`src/shared/nand_host_cfg.svh`:
```
/*
  constants for the host-side nand controller: timing counts, page layout,
  marker position, command codes.
  assumes a 250 MHz system clock and an 8-bit parallel nand device.
*/
// Behaviour
// device shows short dummy busy, plane one
// at most four partial programs per page
// cell to page transfer within 25 us
// reset busy bounded by interrupted operation
// 100 ns from last address to data
// control lines change once per strobe low
// mapping excludes factory invalid blocks
// block zero guaranteed valid with ecc
// shipped device reads erased ff everywhere
// bad marker at column 2048, page 0/1
// build bad table before any erase
// failed status retires block, relocate data; only op_fail_r is raised here, the bad table is not updated
// failed program leaves other pages intact
// apply single correct double detect code; no ecc here, read bytes go out raw
// correct single bit errors, keep block; no correction here, the block is kept
// status bit zero: zero pass, one fail
// page 2112 bytes, spare from 2048
// scan marker in pages zero and one
`ifndef NAND_HOST_CFG_SVH
`define NAND_HOST_CFG_SVH
`define CLK_MHZ 250
`define T_ADL_NS 100
`define T_ADL_CYC ((`T_ADL_NS * `CLK_MHZ + 999) / 1000)
`define T_WB_NS 100
`define T_WB_CYC ((`T_WB_NS * `CLK_MHZ + 999) / 1000)
`define STROBE_CYC 4
`define MARKER_COL 16'h0800
`define PAGE_BYTES 12'h840
`define ERASED_BYTE 8'hFF
`define STATUS_FAIL_BIT 0
`define CMD_READ1 8'h00
`define CMD_READ2 8'h30
`define CMD_ERASE1 8'h60
`define CMD_ERASE2 8'hD0
`define CMD_PROG1 8'h80
`define CMD_PROG2 8'h10
`define CMD_STATUS 8'h70
`define CMD_RESET 8'hFF
`define NUM_BLOCKS 12'h800
`define MAX_NOP 3'h4
`endif

```
`src/shared/nand_host_pkg.sv`:
```
/*
  types for the nand host controller.
  assumes nand_host_cfg.svh is available on the include path.
*/
package nand_host_pkg;
  typedef enum logic [1:0] {
    OP_READ = 2'b00,
    OP_PROG = 2'b01,
    OP_ERASE = 2'b10,
    OP_RESET = 2'b11
  } op_type;

  typedef struct packed {
    logic cle;
    logic ale;
    logic ce_n;
    logic we_n;
    logic re_n;
  } nand_ctl_type;

  typedef struct packed {
    op_type op;
    logic [10:0] block;
    logic [5:0] page;
  } host_req_type;
endpackage : nand_host_pkg

```
`src/core/nand_host.sv`:
```
/*
  host nand controller: read, program (one full page), erase, reset and a
  bad-block scan that builds a table before any erase is allowed.
  assumes one nand device on an 8-bit bus, ready/busy from a pin.
*/
`timescale 1ns/1ps
`include "nand_host_cfg.svh"
module nand_host (
  // system
  input wire logic clk,
  input wire logic sys_rst,
  // user request
  input wire nand_host_pkg::host_req_type req,
  input wire logic req_valid,
  output logic req_ready,
  input wire logic scan_start,
  output logic scan_done_r,
  // user data
  input wire logic [7:0] wr_data,
  output logic wr_data_take,
  output logic [7:0] rd_data_r,
  output logic rd_data_valid_r,
  // result
  output logic op_done_r,
  output logic op_fail_r,
  output logic op_refused_r,
  // nand pins
  output nand_host_pkg::nand_ctl_type ctl,
  input wire logic [7:0] io_in,
  output logic [7:0] io_out_r,
  output logic io_oe_n_r,
  input wire logic ready_busy
);
  import nand_host_pkg::*;

  typedef enum logic [3:0] {
    ST_IDLE = 4'h0, ST_CMD1 = 4'h1, ST_ADDR = 4'h2, ST_ADL = 4'h3,
    ST_DIN = 4'h4, ST_CMD2 = 4'h5, ST_WB = 4'h6, ST_BUSY = 4'h7,
    ST_STAT_CMD = 4'h8, ST_STAT_RD = 4'h9, ST_DOUT = 4'hA, ST_FIN = 4'hB
  } state_type;

  state_type st_r;
  host_req_type cur_r;
  logic scanning_r;
  logic [11:0] scan_blk_r;
  logic scan_page_r;
  logic [`NUM_BLOCKS-1:0] bad_r;
  logic [2:0] addr_idx_r;
  logic [11:0] byte_cnt_r;
  logic [7:0] wait_r;
  logic [1:0] rb_sync_r;
  logic strobe_go, strobe_done, strobe_rd;
  logic is_cmd, is_addr;
  logic [7:0] io_s1_r, io_s2_r; // read byte held from strobe low: bus flips once released

  nand_strobe u_strobe (
    .clk(clk),
    .sys_rst(sys_rst),
    .start(strobe_go),
    .is_read(strobe_rd),
    .done(strobe_done),
    .we_n(ctl.we_n),
    .re_n(ctl.re_n)
  );

  // ready/busy is a pin: two flops before use
  always_ff @(posedge clk) begin
    if (sys_rst) rb_sync_r <= 2'b00;
    else rb_sync_r <= {rb_sync_r[0], ready_busy};
  end
  wire rb_ready = rb_sync_r[1];
  always_ff @(posedge clk) begin
    if (sys_rst) {io_s2_r, io_s1_r} <= 16'h0000;
    else begin
      if (!ctl.re_n) io_s1_r <= io_in;
      io_s2_r <= io_s1_r;
    end
  end

  // address cycle byte: two column, three row
  function automatic logic [7:0] addr_byte(input logic [2:0] i, input logic [15:0] col,
                                           input logic [16:0] row);
    unique case (i)
      3'h0: addr_byte = col[7:0];
      3'h1: addr_byte = col[15:8];
      3'h2: addr_byte = row[7:0];
      3'h3: addr_byte = row[15:8];
      default: addr_byte = {7'h00, row[16]};
    endcase
  endfunction : addr_byte

  wire [16:0] row = {cur_r.block, cur_r.page};
  // scans read the marker column only; others start at column zero
  wire [15:0] col = scanning_r ? `MARKER_COL : 16'h0000;
  wire [2:0] n_addr = (cur_r.op == OP_ERASE) ? 3'h3 : 3'h5;
  wire [2:0] a_base = (cur_r.op == OP_ERASE) ? 3'h2 : 3'h0;
  function automatic logic [7:0] first_cmd(input op_type op);
    unique case (op)
      OP_READ: first_cmd = `CMD_READ1;
      OP_PROG: first_cmd = `CMD_PROG1;
      OP_ERASE: first_cmd = `CMD_ERASE1;
      OP_RESET: first_cmd = `CMD_RESET;
    endcase
  endfunction : first_cmd
  function automatic logic [7:0] second_cmd(input op_type op);
    unique case (op)
      OP_READ: second_cmd = `CMD_READ2;
      OP_PROG: second_cmd = `CMD_PROG2;
      default: second_cmd = `CMD_ERASE2;
    endcase
  endfunction : second_cmd
  assign is_cmd = (st_r == ST_CMD1) || (st_r == ST_CMD2) || (st_r == ST_STAT_CMD);
  assign is_addr = (st_r == ST_ADDR);
  assign strobe_rd = (st_r == ST_STAT_RD) || (st_r == ST_DOUT);
  assign strobe_go = is_cmd || is_addr || strobe_rd || (st_r == ST_DIN);
  assign wr_data_take = (st_r == ST_DIN) && strobe_done;
  // erase of a flagged block, or before the table exists, is refused
  wire refuse = (req.op == OP_ERASE || req.op == OP_PROG)
                && (!scan_done_r || bad_r[req.block]);
  assign req_ready = (st_r == ST_IDLE) && !scanning_r;
  assign ctl.cle = is_cmd;
  assign ctl.ale = is_addr;
  assign ctl.ce_n = (st_r == ST_IDLE);

  // control lines and data stay stable across the strobe
  always_ff @(posedge clk) begin
    if (sys_rst) begin
      io_out_r <= 8'h00;
      io_oe_n_r <= 1'b1;
    end else begin
      io_oe_n_r <= strobe_rd || (st_r == ST_IDLE) || (st_r == ST_BUSY) || (st_r == ST_WB);
      unique case (st_r)
        ST_CMD1: io_out_r <= first_cmd(cur_r.op);
        ST_CMD2: io_out_r <= second_cmd(cur_r.op);
        ST_STAT_CMD: io_out_r <= `CMD_STATUS;
        ST_ADDR: io_out_r <= addr_byte(a_base + addr_idx_r, col, row);
        ST_DIN: io_out_r <= wr_data;
        default: io_out_r <= io_out_r;
      endcase
    end
  end

  always_ff @(posedge clk) begin
    if (sys_rst) begin
      st_r <= ST_IDLE;
      cur_r <= '0;
      addr_idx_r <= 3'h0;
      byte_cnt_r <= 12'h000;
      wait_r <= 8'h00;
      op_done_r <= 1'b0;
      op_fail_r <= 1'b0;
      op_refused_r <= 1'b0;
      rd_data_r <= 8'h00;
      rd_data_valid_r <= 1'b0;
    end else begin
      op_done_r <= 1'b0;
      op_refused_r <= 1'b0;
      rd_data_valid_r <= 1'b0;
      unique case (st_r)
        ST_IDLE: begin
          if (scanning_r && !scan_done_r && scan_blk_r != `NUM_BLOCKS) begin
            cur_r <= '{op: OP_READ, block: scan_blk_r[10:0], page: {5'h00, scan_page_r}};
            st_r <= ST_CMD1;
          end else if (req_valid && req_ready) begin
            if (refuse) op_refused_r <= 1'b1;
            else begin
              cur_r <= req;
              st_r <= ST_CMD1;
            end
          end
          addr_idx_r <= 3'h0;
          byte_cnt_r <= 12'h000;
        end
        ST_CMD1: if (strobe_done) st_r <= (cur_r.op == OP_RESET) ? ST_WB : ST_ADDR;
        ST_ADDR: if (strobe_done) begin
          addr_idx_r <= addr_idx_r + 3'h1;
          wait_r <= 8'h00;
          if (addr_idx_r == n_addr - 3'h1)
            st_r <= (cur_r.op == OP_PROG) ? ST_ADL : ST_CMD2;
        end
        ST_ADL: begin
          // first data strobe rises at least 100 ns after last address
          wait_r <= wait_r + 8'h01;
          if (wait_r == 8'(`T_ADL_CYC)) st_r <= ST_DIN;
        end
        ST_DIN: if (strobe_done) begin
          // whole page in one pass: one program command per request
          byte_cnt_r <= byte_cnt_r + 12'h001;
          if (byte_cnt_r == `PAGE_BYTES - 12'h001) st_r <= ST_CMD2;
        end
        ST_CMD2: if (strobe_done) begin
          st_r <= ST_WB;
          wait_r <= 8'h00;
        end
        ST_WB: begin
          wait_r <= wait_r + 8'h01;
          if (wait_r == 8'(`T_WB_CYC)) st_r <= ST_BUSY;
        end
        // waits on ready, whatever the transfer or reset time
        ST_BUSY: if (rb_ready) begin
          unique case (cur_r.op)
            OP_READ: st_r <= ST_DOUT;
            OP_RESET: st_r <= ST_FIN;
            default: st_r <= ST_STAT_CMD;
          endcase
        end
        ST_STAT_CMD: if (strobe_done) st_r <= ST_STAT_RD;
        ST_STAT_RD: if (strobe_done) begin
          // status bit zero set means fail; caller retires the block
          op_fail_r <= io_s2_r[`STATUS_FAIL_BIT];
          st_r <= ST_FIN;
        end
        ST_DOUT: if (strobe_done) begin
          rd_data_r <= io_s2_r; // read errors never retire a block
          rd_data_valid_r <= !scanning_r;
          byte_cnt_r <= byte_cnt_r + 12'h001;
          if (scanning_r || byte_cnt_r == `PAGE_BYTES - 12'h001) st_r <= ST_FIN;
          if (scanning_r) op_fail_r <= (io_s2_r != `ERASED_BYTE);
        end
        ST_FIN: begin
          op_done_r <= !scanning_r;
          st_r <= ST_IDLE;
        end
        default: st_r <= ST_IDLE;
      endcase
    end
  end

  // bad-block scan: pages zero and one of each block
  always_ff @(posedge clk) begin
    if (sys_rst) begin
      scanning_r <= 1'b0;
      scan_done_r <= 1'b0;
      scan_blk_r <= 12'h000;
      scan_page_r <= 1'b0;
      bad_r <= '0;
    end else if (scan_start && !scanning_r && !scan_done_r) begin
      scanning_r <= 1'b1;
      scan_blk_r <= 12'h000;
      scan_page_r <= 1'b0;
    end else if (scanning_r && st_r == ST_DOUT && strobe_done) begin
      if (io_s2_r != `ERASED_BYTE) bad_r[scan_blk_r[10:0]] <= 1'b1;
      scan_page_r <= !scan_page_r;
      if (scan_page_r) scan_blk_r <= scan_blk_r + 12'h001;
    end else if (scanning_r && st_r == ST_IDLE && scan_blk_r == `NUM_BLOCKS) begin
      scanning_r <= 1'b0;
      scan_done_r <= 1'b1;
    end
  end
endmodule : nand_host

```
`src/core/nand_strobe.sv`:
```
/*
  one bus cycle on the nand pins: a write (command, address, data) or a read.
  assumes pins are held by the caller; the strobe is fixed length.
*/
`timescale 1ns/1ps
`include "nand_host_cfg.svh"
module nand_strobe (
  // system
  input wire logic clk,
  input wire logic sys_rst,
  // request
  input wire logic start,
  input wire logic is_read,
  output logic done,
  // pin strobes
  output logic we_n,
  output logic re_n
);
  logic [2:0] cnt_r;
  logic run_r;

  always_ff @(posedge clk) begin
    if (sys_rst) begin
      run_r <= 1'b0;
      cnt_r <= 3'h0;
      we_n <= 1'b1;
      re_n <= 1'b1;
    end else if (start && !run_r) begin
      run_r <= 1'b1;
      cnt_r <= 3'h0;
      we_n <= is_read;
      re_n <= !is_read;
    end else if (run_r) begin
      cnt_r <= cnt_r + 3'h1;
      // strobe low two cycles, high two: one edge each way only
      if (cnt_r == 3'h1) begin
        we_n <= 1'b1;
        re_n <= 1'b1;
      end
      if (cnt_r == 3'(`STROBE_CYC - 1)) begin
        run_r <= 1'b0;
      end
    end
  end
  assign done = run_r && (cnt_r == 3'(`STROBE_CYC - 1));
endmodule : nand_strobe

```
`config.mk`:
```
export PLATFORM = sky130hd
export DESIGN_NAME = nand_host
export DESIGN_NICKNAME = d
export VERILOG_FILES = /design/src/shared/nand_host_pkg.sv /design/src/core/nand_host.sv /design/src/core/nand_strobe.sv
export VERILOG_INCLUDE_DIRS = /design/src /design/src/shared
export SDC_FILE = /design/constraint.sdc
export NUM_CORES = 2
export LEC_CHECK = 0
export CAP_MARGIN = 20
export CORE_UTILIZATION = 55
export DETAILED_ROUTE_END_ITERATION = 8
export DONT_BUFFER_PORTS = 1
export PLACE_DENSITY = 0.7
export REMOVE_ABC_BUFFERS = 1
export SLEW_MARGIN = 20
export SYNTH_ARGS = -nofsm -noshare
export SYNTH_HDL_FRONTEND = slang
export SYNTH_SLANG_ARGS = --single-unit
```
`constraint.sdc`:
```
create_clock -name clk -period 4.1 [get_ports clk]
set_clock_uncertainty 0.1 [all_clocks]
set_input_delay 0 -clock clk [delete_from_list [all_inputs] [get_ports clk]]
set_output_delay 0 -clock clk [all_outputs]
set_load 0.005 [all_outputs]
```
==> reports/summary.txt <==
Status -> finished, violations left
Failing checks -> slew limit, setup timing
Post-Route WL -> 268 mm
WP buf/inv -> 1
Hold Violations, Final -> 0
Placed instance count -> 10.4k
Final Worst Setup Slack -> -1.54 ns
Share of cells above drive strength 1 -> 0.133
VDD IR max -> 0.392 mV
Global Route Usage Sum -> 0.340
Synth Area in Adders -> 0.00268
Hold Path Origin -> req[9]
Grt total ovfl -> 0
Crit start category -> input pin
Post-route insts no fill -> 10.9k
Max clock buf depth -> 3
Ys flop type -> dfxtp_1
Slew Viols, Final -> 787
Sw frac -> 0.225
Arrival time worst endpoint -> 6.32 ns
Max-Slew Margin vs Limit -> -1.34
Synth Area in XOR/XNOR -> 0.00354
Avg Cell Area, Syn -> 9.31 um^2
Dpl hpwl -> 146 mm
FP Rows -> 143
Cell taking the most area after synthesis -> dfxtp_1
Largest family of logic cells by synthesized area -> compound AO/OA/AOI/OAI gates
Max Cap Viol -> 0
R2R setup slack -> 0.12 ns
Critical-path cell list -> and2_2 > a22oi_1 > a21oi_1 > o41ai_1 > buf_4 > a41oi_1 > or3_1 > o41ai_2 > a2111oi_2 > o21a_2 > nor2_2 > a32o_1
Die area -> 154,000 um^2
Share of Yosys cell area claimed by the top area cell type -> 0.513
Pwr Total -> 43.0 mW
M2 GR Usage -> 0.528
Worst reg-to-reg path cell count -> 12
Die Y -> 393 um
R2R Path Start -> bad_r[1099]
Req. time, crit path -> 4.78 ns
First-pass GRT wire length -> 401 mm
I/O Buffers -> 0
Number of synthesized flops with an enable pin -> 0
Comb pwr share -> 0.050
Vias in the first global route -> 64.4k
Period minus WS final -> 5.64 ns
Synth Area in Compound Gates -> 0.164
First-pass DRT Iterations -> 9
Vias per cell -> 6.32
Initial Utilization -> 0.554
Clk root buf -> clkbuf_16
Crit Path Class -> in -> reg
Post-synthesis mux area share -> 0.147
Initial antenna violation count -> 5
Ranking of synthesized cells by area -> dfxtp_1, a21oi_1, mux4_2, nor2_1, mux2i_1
Peak Freq -> 0.177 GHz
Vias post-DR -> 68.9k
Simple-gate portion of the synthesized area -> 0.125
GRT met1 Usage -> 0.459
H-tree depth -> 4
Synth Register Bits -> 2,154
Chip width -> 393 um
Worst min-delay path class -> in -> reg
Worst-margin pin slew -> 3.51 ns
Gpl congestion -> 0.915
GR peak layer -> met2
NumNets Final -> 8,758
Seq/Total Area, Yosys -> 0.513
Setup Buffers After CTS -> 0
Residual DRC count -> 0
Most frequent cells after synthesis -> nor2_1, dfxtp_1, a21oi_1
Clock tree from TritonCTS -> built
Net Switching -> 9.69 mW
Ys async rst share -> 0
Hold Path Sink -> cur_r[9]
Final setup viols -> 21
Routed Antenna Nets -> 0
Clock-pin slew on the worst setup and hold paths -> 0.06 ns
Slowest stage delay, CP -> 1.53 ns
Initial DRC count -> 9,081
Final Cycle Share -> 1.38
Cell count after synthesis -> 9,025
Seq pwr share -> 0.492
Clock sink total -> 2,154
Netlist cell types -> 77
Most common cell in the synthesized netlist -> nor2_1
Slowest CP cell -> and2_2
Pin count of the biggest net entering global routing -> 635
Clock power frac -> 0.457
Synth Cell Area -> 84,000 um^2
Max FO, Critical Path -> 370
GR Layer Usage met3 -> 0.0736
Critical Path Sink Type -> register
Yosys warning total -> 0
Core box area -> 152,000 um^2
Static leakage -> 34.4 nW
Area Overhead vs Synth -> 11.9%
Cts bufs inserted -> 205
Clk_lat worst skew -> 0.84 ns
Pwr Density -> 457 nW/um^2
Kind of cell adding the most delay to the critical path -> simple AND/OR/NAND/NOR gates
Cell internal pwr -> 33.3 mW
Avg WL per Cell -> 24.5 um
# IOs -> 69
Hold path cells -> 3
Worst R2R End -> cur_r[3]
[routing by layer]
| layer | routed length (um) | vias to the layer above |
|---|---|---|
| met5 | 0 | - |
| met4 | 12200 | 0 |
| met3 | 30500 | 758 |
| met2 | 120000 | 3848 |
| met1 | 105000 | 33600 |
| li1 | - | 30800 |
[how the worst max path moves through the flow]
stage,startpoint,endpoint,slack [ns],depth (start not counted)
floorplan,st_r[3],bad_r[1937],-1.02,10
global placement,req[6],cur_r[14],-0.27,15
detailed placement,req[6],cur_r[14],-0.30,15
CTS,bad_r[119],cur_r[14],0.004,15
global route,bad_r[655],cur_r[14],-0.04,13
finish,req[8],cur_r[3],-1.54,12
[flip-flops by register name, summed over array words and instances, names as in the netlist, 12 cells and up]
register and cells:
cur_r 19, byte_cnt_r 12, scan_blk_r 12, bad_r 2048
[power by group through the flow]
stage | combinational [mW] | sequential (mW) | clock (mW)
floorplan | 1.08 | 21.6 | 0
global placement | 1.94 | 21.6 | 0
detailed placement | 1.96 | 21.6 | 0
CTS | 2.05 | 21.1 | 19.8
global route | 2.24 | 21.2 | 20.6
finish | 2.17 | 21.2 | 19.7
[area by class of cell]
type | instances | area [um^2]
clock buffer | 306 | 6130
timing repair buffer | 343 | 3600
sequential | 2154 | 43100
tap | 2030 | 2540
antenna | 6 | 15.0
clock inverter | 71 | 891
inverter | 28 | 105
fill | 12500 | 57700
multi-input combinational | 5968 | 37600
[cells in the final DEF, fill, tap and decap left out, types with 9 or more instances in the layout]
cell,n
nand3_1,57
a22oi_1,157
or3_1,9
nor2_4,23
nand4_1,25
mux2_2,28
and3_1,15
clkinv_2,41
inv_1,24
xnor2_1,11
and2_1,11
dfxtp_1,2154
nand2_1,141
mux4_2,406
o22ai_1,24
a22o_1,15
dlygate4sd3_1,75
and3_4,9
clkbuf_16,209
bufinv_16,17
a31oi_1,35
nor2b_1,20
buf_12,65
mux2i_1,287
nor3_1,35
xor2_1,23
a21oi_1,2133
buf_4,200
o41ai_1,11
clkbuf_8,54
ha_1,18
a221oi_1,11
clkbuf_1,43
nor2_1,2178
nand2b_1,13
o21ai_0,35
a211oi_1,27
nor2_2,70
[metrics by stage]
stage	setup WS, ns	hold WS, ns	setup TNS [ns]	cell area, um^2	util
floorplan	-1.02	-0.0354	-1119.44	80400	-
global placement	-0.272	0.0389	-4.21	86200	0.568
detailed placement	-0.300	0.0614	-5.14	86200	0.568
CTS	0.00417	0.0265	0	94000	0.619
global route	-0.0445	0.0719	-0.0968	94000	0.620
finish	-1.54	0.0763	-30.54	94000	0.620
[worst register-to-register path, cell delays in order, from the launching register on]
cell       delay (ns)
dfxtp_1          0.35
mux4_2           0.24
nand2_1          0.07
nand4_1          0.12
o22ai_1          0.11
o41ai_1          0.88
nand4_1          0.42
nor4bb_1         0.52
buf_4            0.26
a2111oi_2        0.08
o21a_2           0.30
nor2_2           0.28
a32o_1           0.19
[cell families after synthesis]
kind of cell | count (synthesis)
buf+inv | 903
xor+xnor | 34
flops | 2154
simple gates | 2655
compound gates | 2540
fa+ha+maj | 18
mux | 721
[repair_timing]
| action | CTS | global route |
|---|---|---|
| endpoints found under the setup margin | 0 | 22 |
| resized for setup | 0 | 5 |
| hold buffers | 75 | 0 |
| endpoints found under the hold margin | 817 | 0 |
(Power assumes the default switching activity.)
